==> config.mk <==
export PLATFORM = sky130hd
export DESIGN_NAME = abc_top
export DESIGN_NICKNAME = d
export VERILOG_FILES = /design/src/abc_pkg.sv /design/src/abc_lane_select.sv /design/src/abc_hit_flag.sv /design/src/abc_top.sv
export SDC_FILE = /design/constraint.sdc
export NUM_CORES = 1
export LEC_CHECK = 0
export BUFFER_PORTS_ARGS = -buffer_cell sky130_fd_sc_hd__buf_2
export CAP_MARGIN = 20
export CELL_PAD_IN_SITES_DETAIL_PLACEMENT = 1
export CELL_PAD_IN_SITES_GLOBAL_PLACEMENT = 2
export CORE_MARGIN = 3
export CORE_UTILIZATION = 28
export CTS_CLUSTER_DIAMETER = 60
export DETAILED_ROUTE_END_ITERATION = 12
export PLACE_DENSITY_LB_ADDON = 0.1
export SYNTH_ARGS = -nofsm -noshare
export SYNTH_HDL_FRONTEND = slang
export SYNTH_HIERARCHICAL = 1
export SYNTH_SLANG_ARGS = --single-unit
==> constraint.sdc <==
create_clock -name mclk -period 2.6 [get_ports mclk]
set_input_delay 0.13 -clock mclk [delete_from_list [all_inputs] [get_ports mclk]]
set_output_delay 0.13 -clock mclk [all_outputs]
set_load 0.01 [all_outputs]
==> src/abc_pkg.sv <==
/*
  Shared constants and types for the address break comparator: register
  offsets, field positions, reset values and the bus access codes.
  Assumes a 32-bit AHB-Lite register bus and a 16-bit CPU bus monitor port.
*/
package abc_pkg;

  // Register byte offsets on the AHB-Lite bus
  localparam logic [7:0] ABC_OFS_STATUS = 8'h00;
  localparam logic [7:0] ABC_OFS_ADDR = 8'h04;
  localparam logic [7:0] ABC_OFS_CTRL = 8'h08;
  localparam logic [7:0] ABC_OFS_DATA = 8'h0c;
  localparam logic [7:0] ABC_OFS_EVSTAT = 8'h10;
  localparam logic [7:0] ABC_OFS_EVMASK = 8'h14;

  // Status and enable register fields
  localparam int ABC_FLAG_BIT = 7;
  localparam int ABC_IEN_BIT = 6;
  localparam logic [5:0] ABC_STATUS_RSVD = 6'h3f;
  localparam logic ABC_IEN_RESET = 1'b0;

  // Match address and match data
  localparam logic [15:0] ABC_ADDR_RESET = 16'hffff;
  localparam logic [7:0] ABC_DATA_RESET = 8'h00;

  // Break condition control fields
  localparam int ABC_CTRL_EN_BIT = 0;
  localparam int ABC_CTRL_SEL_LSB = 1;
  localparam int ABC_CTRL_DEN_BIT = 3;
  localparam logic [3:0] ABC_CTRL_RESET = 4'h0;

  // Interrupt event bits
  localparam int ABC_EV_HIT = 0;
  localparam int ABC_EV_NOLANE = 1;
  localparam logic [1:0] ABC_EV_RESET = 2'h0;

  // AHB-Lite codes
  localparam logic [2:0] ABC_HSIZE_WORD = 3'h2;
  localparam logic [1:0] ABC_HRESP_OKAY = 2'h0;

  // CPU cycle kinds
  typedef enum logic [1:0] {
    ABC_KIND_FETCH = 2'h0,
    ABC_KIND_READ = 2'h1,
    ABC_KIND_WRITE = 2'h2
  } abc_kind_t;

  // Address spaces, with their data path width
  typedef enum logic [1:0] {
    ABC_SPACE_ROM = 2'h0,
    ABC_SPACE_RAM = 2'h1,
    ABC_SPACE_IO8 = 2'h2,
    ABC_SPACE_IO16 = 2'h3
  } abc_space_t;

  // Which cycles may break
  typedef enum logic [1:0] {
    ABC_SEL_FETCH = 2'h0,
    ABC_SEL_READ = 2'h1,
    ABC_SEL_WRITE = 2'h2,
    ABC_SEL_DATA = 2'h3
  } abc_sel_t;

  // Word split for 8-bit I/O, Gray coded
  typedef enum logic {
    ABC_SPLIT_IDLE = 1'b0,
    ABC_SPLIT_SECOND = 1'b1
  } abc_split_t;

endpackage : abc_pkg

==> src/abc_lane_select.sv <==
/*
  Byte lane selector: picks the data byte compared by the break unit from
  the access size, the address parity and the address space.
  Assumes the upper lane is data[15:8]; purely combinational.
*/
`timescale 1ns/1ns
module abc_lane_select
  import abc_pkg::*;
(
  input logic [1:0] space,
  input logic word,
  input logic addr_odd,
  input logic [15:0] data,
  output logic [7:0] lane_byte,
  output logic lane_ok
);

  logic use_lower;

  // Lane choice per space and access shape
  always_comb
  begin
    use_lower = 1'b0;
    lane_ok = 1'b1;
    unique case (abc_space_t'(space))
      ABC_SPACE_ROM, ABC_SPACE_RAM: use_lower = word & addr_odd;
      ABC_SPACE_IO8: use_lower = 1'b0;
      ABC_SPACE_IO16:
      begin
        use_lower = word & addr_odd;
        lane_ok = word;
      end
    endcase
    lane_byte = use_lower ? data[7:0] : data[15:8];
  end

endmodule : abc_lane_select

==> src/abc_hit_flag.sv <==
/*
  Break hit flag with read-then-write-zero clearing.
  Assumes single-cycle read and write strobes from the register slave,
  all on mclk.
*/
`timescale 1ns/1ns
module abc_hit_flag
  import abc_pkg::*;
(
  input logic mclk,
  input logic resetn,
  input logic hit,
  input logic rd_strobe,
  input logic wr_strobe,
  input logic wr_flag_val,
  output logic flag_q
);

  logic armed_q;
  logic clear_req;

  // zero write clears only after a read of one
  assign clear_req = wr_strobe & ~wr_flag_val & armed_q;

  // Arming remembers a read that returned one
  always_ff @(posedge mclk or negedge resetn)
  begin
    if (!resetn)
      armed_q <= 1'b0;
    else if (wr_strobe || !flag_q)
      armed_q <= 1'b0;
    else if (rd_strobe)
      armed_q <= 1'b1;
  end

  // set on hit, set beats clear
  always_ff @(posedge mclk or negedge resetn)
  begin
    if (!resetn)
      flag_q <= 1'b0;
    else if (hit)
      flag_q <= 1'b1;
    else if (clear_req)
      flag_q <= 1'b0;
  end

endmodule : abc_hit_flag

==> src/abc_top.sv <==
/*
  Address break comparator: watches the CPU bus for a programmed address,
  optionally with a data byte, and flags and interrupts on a match.
  Assumes the CPU monitor port and the AHB-Lite slave share mclk, so no
  input synchroniser is needed; one slave drives hreadyout as hready.
*/
// What this block does
// - Word access to 8-bit I/O is seen as two byte accesses.
// - Memory word uses upper lane even, lower odd; bytes use upper.
// - 8-bit I/O registers always compare the upper byte lane.
// - 16-bit I/O words pick lane by parity; byte lane undefined.
// - Flag bit 7 sets when the programmed break condition matches.
// - Flag clears only by writing zero after reading it as one.
// - Bit 6 enables the break interrupt, reset to zero.
// - Status bits 5 to 0 read as ones, writes ignored.
// - Sixteen-bit match address, high and low bytes, resets to all ones.
`timescale 1ns/1ns
module abc_top
  import abc_pkg::*;
(
  input logic mclk,
  input logic resetn,
  // AHB-Lite slave
  input logic hsel,
  input logic [31:0] haddr,
  input logic [1:0] htrans,
  input logic hwrite,
  input logic [2:0] hsize,
  input logic [31:0] hwdata,
  input logic hready,
  output logic hreadyout,
  output logic [31:0] hrdata,
  output logic [1:0] hresp,
  // CPU bus monitor
  input logic cpu_valid,
  input logic [1:0] cpu_kind,
  input logic [1:0] cpu_space,
  input logic cpu_word,
  input logic [15:0] cpu_addr,
  input logic [15:0] cpu_data,
  output logic cpu_ready,
  // Results
  output logic break_flag,
  output logic break_irq,
  output logic irq
);

  // Bus slave state
  logic dph_valid_q;
  logic dph_write_q;
  logic [7:0] dph_addr_q;
  logic rd_done_q;
  logic [31:0] hrdata_q;
  logic accept;
  logic read_phase;
  logic rd_load;
  logic wr_fire;
  logic [31:0] rd_value;

  // Registers
  logic ien_q;
  logic [15:0] match_addr_q;
  logic [3:0] ctrl_q;
  logic [7:0] match_data_q;
  logic [1:0] ev_stat_q;
  logic [1:0] ev_mask_q;

  // Split and observation
  abc_split_t split_q;
  logic [15:0] split_addr_q;
  logic [1:0] split_kind_q;
  logic [7:0] split_byte_q;
  logic obs_valid;
  logic [1:0] obs_kind;
  logic [1:0] obs_space;
  logic obs_word;
  logic [15:0] obs_addr;
  logic [15:0] obs_data;
  logic [7:0] lane_byte;
  logic lane_ok;

  // Match terms
  logic ctrl_en;
  logic ctrl_den;
  abc_sel_t ctrl_sel;
  logic kind_ok;
  logic addr_ok;
  logic data_cycle;
  logic data_ok;
  logic hit;
  logic nolane;
  logic [1:0] ev_set;

  // Address phase taken when selected and bus ready
  assign accept = hsel & htrans[1] & hready;
  assign read_phase = dph_valid_q & ~dph_write_q;
  assign rd_load = read_phase & ~rd_done_q;
  assign wr_fire = dph_valid_q & dph_write_q;

  // Reads wait one cycle so the data comes from a flop
  assign hreadyout = ~rd_load;
  assign hrdata = hrdata_q;
  assign hresp = ABC_HRESP_OKAY;

  // Data phase tracking
  always_ff @(posedge mclk or negedge resetn)
  begin
    if (!resetn)
    begin
      dph_valid_q <= 1'b0;
      dph_write_q <= 1'b0;
      dph_addr_q <= 8'h00;
    end
    else if (accept)
    begin
      dph_valid_q <= 1'b1;
      dph_write_q <= hwrite;
      dph_addr_q <= {haddr[7:2], 2'b00};
    end
    else if (hready)
      dph_valid_q <= 1'b0;
  end

  // Read wait state and read data capture
  always_ff @(posedge mclk or negedge resetn)
  begin
    if (!resetn)
    begin
      rd_done_q <= 1'b0;
      hrdata_q <= 32'h0000_0000;
    end
    else
    begin
      rd_done_q <= rd_load;
      if (rd_load)
        hrdata_q <= rd_value;
    end
  end

  // Read multiplexer; unmapped offsets read zero
  always_comb
  begin
    rd_value = 32'h0000_0000;
    unique case (dph_addr_q)
      ABC_OFS_STATUS: rd_value[7:0] = {break_flag, ien_q, ABC_STATUS_RSVD};
      ABC_OFS_ADDR: rd_value[15:0] = match_addr_q;
      ABC_OFS_CTRL: rd_value[3:0] = ctrl_q;
      ABC_OFS_DATA: rd_value[7:0] = match_data_q;
      ABC_OFS_EVSTAT: rd_value[1:0] = ev_stat_q;
      ABC_OFS_EVMASK: rd_value[1:0] = ev_mask_q;
      default: rd_value = 32'h0000_0000;
    endcase
  end

  always_ff @(posedge mclk or negedge resetn)
  begin
    if (!resetn)
      ien_q <= ABC_IEN_RESET;
    else if (wr_fire && dph_addr_q == ABC_OFS_STATUS)
      ien_q <= hwdata[ABC_IEN_BIT];
  end

  always_ff @(posedge mclk or negedge resetn)
  begin
    if (!resetn)
      match_addr_q <= ABC_ADDR_RESET;
    else if (wr_fire && dph_addr_q == ABC_OFS_ADDR)
      match_addr_q <= hwdata[15:0];
  end

  // Condition control and match data
  always_ff @(posedge mclk or negedge resetn)
  begin
    if (!resetn)
    begin
      ctrl_q <= ABC_CTRL_RESET;
      match_data_q <= ABC_DATA_RESET;
    end
    else if (wr_fire)
    begin
      if (dph_addr_q == ABC_OFS_CTRL)
        ctrl_q <= hwdata[3:0];
      if (dph_addr_q == ABC_OFS_DATA)
        match_data_q <= hwdata[7:0];
    end
  end

  // Interrupt mask
  always_ff @(posedge mclk or negedge resetn)
  begin
    if (!resetn)
      ev_mask_q <= ABC_EV_RESET;
    else if (wr_fire && dph_addr_q == ABC_OFS_EVMASK)
      ev_mask_q <= hwdata[1:0];
  end

  // Sticky events, write one to clear, set wins
  assign ev_set = {nolane, hit};

  always_ff @(posedge mclk or negedge resetn)
  begin
    if (!resetn)
      ev_stat_q <= ABC_EV_RESET;
    else if (wr_fire && dph_addr_q == ABC_OFS_EVSTAT)
      ev_stat_q <= (ev_stat_q & ~hwdata[1:0]) | ev_set;
    else
      ev_stat_q <= ev_stat_q | ev_set;
  end

  // split word access to 8-bit I/O
  always_ff @(posedge mclk or negedge resetn)
  begin
    if (!resetn)
    begin
      split_q <= ABC_SPLIT_IDLE;
      split_addr_q <= 16'h0000;
      split_kind_q <= 2'h0;
      split_byte_q <= 8'h00;
    end
    else
    begin
      unique case (split_q)
        ABC_SPLIT_IDLE:
        begin
          if (cpu_valid && cpu_word && abc_space_t'(cpu_space) == ABC_SPACE_IO8)
          begin
            split_q <= ABC_SPLIT_SECOND;
            split_addr_q <= cpu_addr | 16'h0001;
            split_kind_q <= cpu_kind;
            split_byte_q <= cpu_data[7:0];
          end
        end
        ABC_SPLIT_SECOND: split_q <= ABC_SPLIT_IDLE;
      endcase
    end
  end

  // Stall the CPU monitor during the second byte
  assign cpu_ready = (split_q == ABC_SPLIT_IDLE);

  always_comb
  begin
    if (split_q == ABC_SPLIT_SECOND)
    begin
      obs_valid = 1'b1;
      obs_kind = split_kind_q;
      obs_space = ABC_SPACE_IO8;
      obs_word = 1'b0;
      obs_addr = split_addr_q;
      obs_data = {split_byte_q, 8'h00};
    end
    else
    begin
      obs_valid = cpu_valid;
      obs_kind = cpu_kind;
      obs_space = cpu_space;
      obs_word = cpu_word & (abc_space_t'(cpu_space) != ABC_SPACE_IO8);
      obs_addr = cpu_addr;
      obs_data = cpu_data;
    end
  end

  abc_lane_select u_lane (
    .space(obs_space),
    .word(obs_word),
    .addr_odd(obs_addr[0]),
    .data(obs_data),
    .lane_byte(lane_byte),
    .lane_ok(lane_ok)
  );

  // Control fields
  assign ctrl_en = ctrl_q[ABC_CTRL_EN_BIT];
  assign ctrl_den = ctrl_q[ABC_CTRL_DEN_BIT];
  assign ctrl_sel = abc_sel_t'(ctrl_q[ABC_CTRL_SEL_LSB +: 2]);

  // Cycle kind filter
  always_comb
  begin
    kind_ok = 1'b0;
    unique case (ctrl_sel)
      ABC_SEL_FETCH: kind_ok = (obs_kind == ABC_KIND_FETCH);
      ABC_SEL_READ: kind_ok = (obs_kind == ABC_KIND_READ);
      ABC_SEL_WRITE: kind_ok = (obs_kind == ABC_KIND_WRITE);
      ABC_SEL_DATA: kind_ok = (obs_kind == ABC_KIND_READ) || (obs_kind == ABC_KIND_WRITE);
    endcase
  end

  // exact address compare, fetch uses first byte
  assign addr_ok = (obs_addr == match_addr_q);
  assign data_cycle = (obs_kind != ABC_KIND_FETCH);

  // data byte compare on the chosen lane
  assign data_ok = ~(ctrl_den & data_cycle) | (lane_ok & (lane_byte == match_data_q));

  assign hit = ctrl_en & obs_valid & kind_ok & addr_ok & data_ok;

  // with data compare on, undefined lane reported, never a hit
  assign nolane = ctrl_en & ctrl_den & obs_valid & kind_ok & addr_ok & data_cycle & ~lane_ok;

  abc_hit_flag u_flag (
    .mclk(mclk),
    .resetn(resetn),
    .hit(hit),
    .rd_strobe(rd_load && dph_addr_q == ABC_OFS_STATUS),
    .wr_strobe(wr_fire && dph_addr_q == ABC_OFS_STATUS),
    .wr_flag_val(hwdata[ABC_FLAG_BIT]),
    .flag_q(break_flag)
  );

  assign break_irq = break_flag & ien_q;

  // Summary interrupt from unmasked events
  assign irq = |(ev_stat_q & ev_mask_q);

endmodule : abc_top

* Word level (Yosys, flattened, before mapping)
Cells that the tools add are included.
** Word-level totals
- Register bits after elaboration :: 87
- Word-level logic and storage cells :: 115
- Output and inout bits :: 39
- Bits of input ports :: 112
** Operators by class
- Bitwise operators :: 35
- Reductions and logical operators :: 23
- Equal/unequal tests :: 17
- Multiplexer cells :: 23
** Operators with widths (number)
- $mux W16 :: 2
- $and A1 B1 Y1 :: 22
- $eq A16 B16 Y1 :: 1
- $mux W8 :: 2
- $eq A2 B2 Y1 const B :: 6
- $eq A6 B2 Y1 const B :: 2
- $eq A6 B3 Y1 const B :: 2
- $pmux W2 S6 :: 1
- $pmux W4 S3 :: 1
- $mux W1 :: 10
- $eq A8 B8 Y1 :: 1
- $logic_not A8 Y1 :: 1
- $pmux W2 S4 :: 1
- $reduce_bool A2 Y1 :: 4
- $logic_and A1 B1 Y1 :: 7
- $not A1 Y1 :: 7
- $eq A2 B1 Y1 const B :: 3
- $eq A6 B1 Y1 const B :: 1
- $logic_not A2 Y1 :: 3
- $mux W2 :: 3
- $reduce_and A2 Y1 :: 3
- $and A2 B2 Y2 :: 2
- $or A2 B2 Y2 :: 2
- $pmux W1 S2 :: 2
- other kinds (8) :: 9

* Logic depth before layout (Yosys ltp)
- Word-level depth :: 12
- Gate-level depth with buffers :: 12
- Mapped depth without buffers :: 10

* Cells and area by module
The synthesis kept the hierarchy.
** By module, submodules not included
- abc_top :: cells each 413, times used 1, sequential area each 2147.1 um^2, area an instance 4312.9 um^2
- abc_lane_select :: cells each 11, times used 1, sequential area each 0.0 um^2, area an instance 122.6 um^2
- abc_hit_flag :: cells each 6, times used 1, sequential area each 50.0 um^2, area an instance 76.3 um^2

* Least setup slack after synthesis
OpenSTA, ideal clock, no wires.
- Path type :: flip-flop to flip-flop
- Start :: reg split_q
- End :: reg u_flag.flag_q
- Clock period less this slack :: 2.537 ns
- Setup time :: 0.064 ns
- Data arrival time :: 2.473 ns
- Setup slack :: 0.063 ns
- Path buffers :: 2
- Data required time :: 2.536 ns
- Cell stages (with the launch flop) :: 13
- Path through :: dfrtp_1 -> buf_2 -> clkbuf_1 -> or2_2 -> inv_1 -> o211ai_4 -> mux2_2 -> xnor2_1 -> nand3_1 -> o311ai_0 -> nand2_1 -> nor2_1 -> a21o_1
** Between the ends
- Cells in the longest elaborated chain, start to end :: 10
- Elaborated cells on any way between the ends :: 33
- Classes of those cells :: eq/ne (7); mux (11); bitwise (9); reduce/logical (6)
** RTL lines
- from (decl) :: RTL line abc_top.sv:69 : abc_split_t split_q;
- from (signal assigned) :: RTL line abc_top.sv:215 : split_q <= ABC_SPLIT_IDLE;
- from (signal assigned) :: RTL line abc_top.sv:227 : split_q <= ABC_SPLIT_SECOND;
- from (signal assigned) :: RTL line abc_top.sv:233 : ABC_SPLIT_SECOND: split_q <= ABC_SPLIT_IDLE;
- $mux W2 (*) :: RTL line abc_top.sv:243 : if (split_q == ABC_SPLIT_SECOND)
- named net obs_space[1] :: RTL line abc_top.sv:75 : logic [1:0] obs_space;
- $eq A2 B1 Y1 (tied with other cells) :: RTL line abc_lane_select.sv:25 : unique case (abc_space_t'(space))
- $reduce_or A3 Y1 (no source line)
- $pmux W1 S2 (*) :: RTL line abc_lane_select.sv:25
- $mux W8 (*) :: RTL line abc_lane_select.sv:34 : lane_byte = use_lower ? data[7:0] : data[15:8];
- named net lane_byte[6] :: RTL line abc_top.sv:79 : logic [7:0] lane_byte;
- $eq A8 B8 Y1 (*) :: RTL line abc_top.sv:294 : assign data_ok = ~(ctrl_den & data_cycle) | (lane_ok & (lane_byte == match_data_q));
- $and A1 B1 Y1 (*) :: RTL line abc_top.sv:294
- $or A1 B1 Y1 (*) :: RTL line abc_top.sv:294
- $and A1 B1 Y1 (*) :: RTL line abc_top.sv:296 : assign hit = ctrl_en & obs_valid & kind_ok & addr_ok & data_ok;
- named net hit :: RTL line abc_top.sv:90 : logic hit;
- $mux W1 / $reduce_bool A2 Y1 (equally long branches)
- to (signal assigned) :: RTL line abc_hit_flag.sv:40 : flag_q <= 1'b0;
- to (signal assigned) :: RTL line abc_hit_flag.sv:42 : flag_q <= 1'b1;
- to (signal assigned) :: RTL line abc_hit_flag.sv:44 : flag_q <= 1'b0;
- to (decl) :: RTL line abc_hit_flag.sv:16 : output logic flag_q
Mark *: on every way through the listed nets, which the timed path passes. The rest lies on a longest branch.
A chain may end at the register's enable or synchronous reset.

* Worst setup path after layout
Ends and elaborated chain as after synthesis.

==> results by stage <==
Setup path:
- At the worst endpoint, the required time is 2880 ps.
- The cell family contributing the most delay on the critical path is simple AND/OR/NAND/NOR gates.
- The critical path arrival is 2710 ps.
- The critical path in this run is classified as reg2reg.
- In this design, the stage delay of the slowest critical-path cell is 450 ps.
- STA classifies the critical path endpoint as a flop.
- Along the worst path, the maximum fanout reaches 7.
- The startpoint kind of the worst setup timing path is a flop.
- The buffer and inverter count on the worst path is 2.
- The library cell contributing the largest single delay on the critical path is dfrtp_2.
- Traced cell by cell, the critical path runs through or2_2 -> inv_1 -> o211ai_4 -> buf_4 -> mux2_2 -> xnor2_1 -> nand3_1 -> o311ai_1 -> nand2_1 -> nor2_1 -> a21o_1.

Pwr:
- Power spread over the standard cell area amounts to 681 mW/mm2.
- For this design the static power due to leakage is 2.76 nW.
- The peak ir drop on the vdd network is 0.314 mV.

Clocking:
- The CTS tree is built.
- The number of levels in the clock H-tree is 3.
- Clock-pin slew was measured on the worst setup and hold paths at 70 ps.
- The root cell of the clock tree is clkbuf_16.
- The total clock sinks is 87.
- The total CTS buffers is 9.
- In this run the deepest clock path goes through 2 buffers.
- For the worst-skew pair, the clock arrives at the later sink with an insertion delay of 340 ps.
- The setup fix buffers added after clock tree synthesis is 0.

Drt:
- The final routed DRC violation total is 0.
- The first routing iteration left 126 violations.
- The per-cell via count in the routed design is 4.52.
- Wires add up to 12.4 mm.
- The remaining antenna violation count after routing is 0.
- After detailed routing, the average wire length per cell comes to 16.3 um.
- For this run, the detailed router's first-pass iteration total came to 4.
- The number of vias in the routed layout is 3433.

Placed design:
- The placed wire-length estimate is 9.09 mm.
- At the end of routability-driven placement, the weighted congestion stood at 0.733.
- Port buffering added 86 buffers.
- The post-placement cell area is 0.00517 mm2.

Cells and area:
- After routing the design area is 0.00575 mm2.
- The number of antenna diodes in the final layout is 0.
- The relative area change from synthesis to final layout is 27.4%.
- The number of fill cells in the layout is 1785.
- The proportion of layout cells with a drive suffix above 1 is 0.344.
- The final-stage net count is 659.

STA:
- Adding up every negative setup slack in the final design gives 0 ps.
- For the pin with the worst max-slew slack, the measured transition is 856 ps.
- The shortest period the worst path allows is 2420 ps.
- The tightest hold path in the finished design has a slack of 14.7 ps.
- The peak clock frequency supported by timing is 0.413 GHz.
- The number of pins exceeding their max-slew limit in the final report came to 0.
- Setup violations remaining at the end of the flow were counted as 0.
- The number of failing hold endpoints at the final stage is 0.
- Of the available clock period, the critical path in the final layout requires 0.932.
- Setup repair after global routing left no endpoint under its margin.
- Measured against its own limit, the worst slew margin works out to 0.425.
- On the final layout, the worst clock skew is 7.88 ps.

Logic synthesis:
- The synthesized flop and latch total is 87.
- By count the netlist is led by 94 x nand2_1, 71 x dfrtp_1, 50 x mux2_2.
- For this run, the register share of the synthesized area comes to 0.487.
- The number of enable-type register cells in the synthesized netlist is 0.
- After synthesis, the share of flip-flops with an asynchronous set or reset is 1.00.
- The mapped netlist covers 0.00451 mm2.
- The most used flip-flop cell after synthesis is dfrtp_1.
- The mean instance size in the synthesized netlist is 10.5 um2.
- The leading cell type by number of instances after synthesis is nand2_1.
- The share of synthesized area in the top cell type comes to 0.394.
- The count of unique library cells instantiated by Yosys is 45.
- Of all cell types, the one taking the most synthesized area is dfrtp_1.
- Sorting the synthesized cells by area gives the leading types as dfrtp_1 39%, mux2_2 12%, dfstp_2 9.3%.
- The Yosys warning count is 6.
- The number of standard cells after synthesis is 430.

Die:
- The initialized floorplan defines 45 standard-cell rows.
- 151 I/O pins were placed.
- The initial utilization of the core area, before any placement, comes to 0.291.
- The core region is 0.0155 mm2.
- The floorplan step defined a die boundary enclosing 0.0177 mm2.
- The die boundary height is 133 um.
- The die is 133 um wide.

Flow run:
- Max-cap violations in this run came to 0.

Global route:
- The total global routing overflow is 0.
- Entering global routing, the biggest net connects 48 pins.
- The first global-routing pass estimated 20.0 mm of wire.
- The number of global-route vias before repair is 3698.
- In the global route stage, overall resource usage came out at 0.146.
- The number of antenna violations at the first check in global routing was 0.

Hold path:
- The min-delay analysis places its worst path in the category in2reg.

Status:
- The run finished with clean final reports.
## cell type report
class                   count  area, um2  area share
flip-flops and latches     87       2200       0.383
multi-input cells         311       2120       0.369
clock buffers               9        225      0.0392
well taps                 211        264      0.0459
clock inverters             7        121      0.0211
inverters                  13       48.8     0.00849
repair buffers            122        771       0.134
## cells in the final DEF (no fill, tap or decap), types with 2 or more instances in the layout
master / instances
nor4_1: 2
ha_1: 3
nand3b_1: 2
buf_2: 85
and3_1: 3
conb_1: 18
xor2_1: 11
a31oi_1: 2
dfrtp_1: 70
buf_4: 14
nor2_1: 9
mux2i_1: 18
a222oi_1: 2
o31ai_1: 2
clkinv_4: 3
bufinv_16: 3
nand2_1: 94
nand3_1: 5
xnor2_1: 14
nor3_1: 2
inv_1: 12
o21ai_0: 13
and2_1: 3
dlygate4sd3_1: 22
dfstp_2: 16
o21ai_1: 2
a22o_1: 15
nand4_1: 5
mux2_2: 50
clkbuf_16: 9
a21oi_1: 8
nand2b_1: 3
nor2b_1: 12
## worst reg2reg max path: stages, from the launching register on
cell and delay, ps:
dfrtp_2 450, or2_2 320, inv_1 110, o211ai_4 100, buf_4 170, mux2_2 280
xnor2_1 180, nand3_1 100, o311ai_1 300, nand2_1 150, nor2_1 130, a21o_1 90
## flip-flops by register name, indices dropped and copies added, names as in the netlist, 4 cells and up
| register | cells |
|---|---|
| split_addr_q | 16 |
| ctrl_q | 4 |
| match_data_q | 8 |
| split_byte_q | 8 |
| match_addr_q | 16 |
| dph_addr_q | 6 |
| hrdata | 16 |
## through the flow
step | total power, mW | utilization | std cells | setup WS [ps]
global route | 4.14 | 0.371 | 760 | 6.72
finish | 3.92 | 0.371 | 760 | 178
detailed placement | 2.41 | 0.334 | 722 | 36.8
floorplan | 2.15 | - | 447 | 62.8
global placement | 2.39 | 0.334 | 722 | 91.7
CTS | 3.98 | 0.371 | 760 | 20.1
## power breakdown
part,internal (mW),total [mW],leakage (nW),switching [mW]
clock,0.943,1.52,0.170,0.575
sequential,1.58,1.73,1.06,0.151
combinational,0.328,0.671,1.53,0.343
total,2.85,3.92,2.76,1.07
## repair_timing
item                       in CTS  in global routing
resized for setup               1                  3
hold buffers                   22                  0
pin swaps                       0                  0
hold endpoints to repair       58                  0
gates cloned                    0                  0
setup endpoints to repair       1                  2
## kinds of logic after synthesis
logic type | synth area share
AO/OA/AOI/OAI | 0.0757
XOR/XNOR | 0.0485
adder cells (fa/ha/maj) | 0.00832
buffers and inverters | 0.0593
flip-flops | 0.487
multiplexers | 0.173
other | 0.000831
AND/OR/NAND/NOR | 0.147
## final timing paths
| check | start | end | slack, ps | cells past startpoint |
|---|---|---|---|---|
| setup / recovery | split_q | u_flag/flag_q | 180 | 11 |
| hold / removal | cpu_kind[1] | split_kind_q[1] | 10 | 3 |
| setup reg to reg | split_q | u_flag/flag_q | 180 | 11 |
| hold reg to reg | split_addr_q[7] | split_addr_q[7] | 470 | 2 |
| max in group asynchronous | resetn | match_addr_q[3] | 1480 | 3 |
| min in group asynchronous | resetn | hrdata[9] | 370 | 2 |
## layer usage
metal / GRT usage / share of wire / vias to the layer above
li1: - / - / 1651
met1: 0.186 / 0.46 / 1699
met2: 0.250 / 0.50 / 72
met3: 0.0312 / 0.035 / 11
met4: 0.0381 / 0.012 / 0
met5: 0 / 0 / -
(Power assumes the default switching activity.)
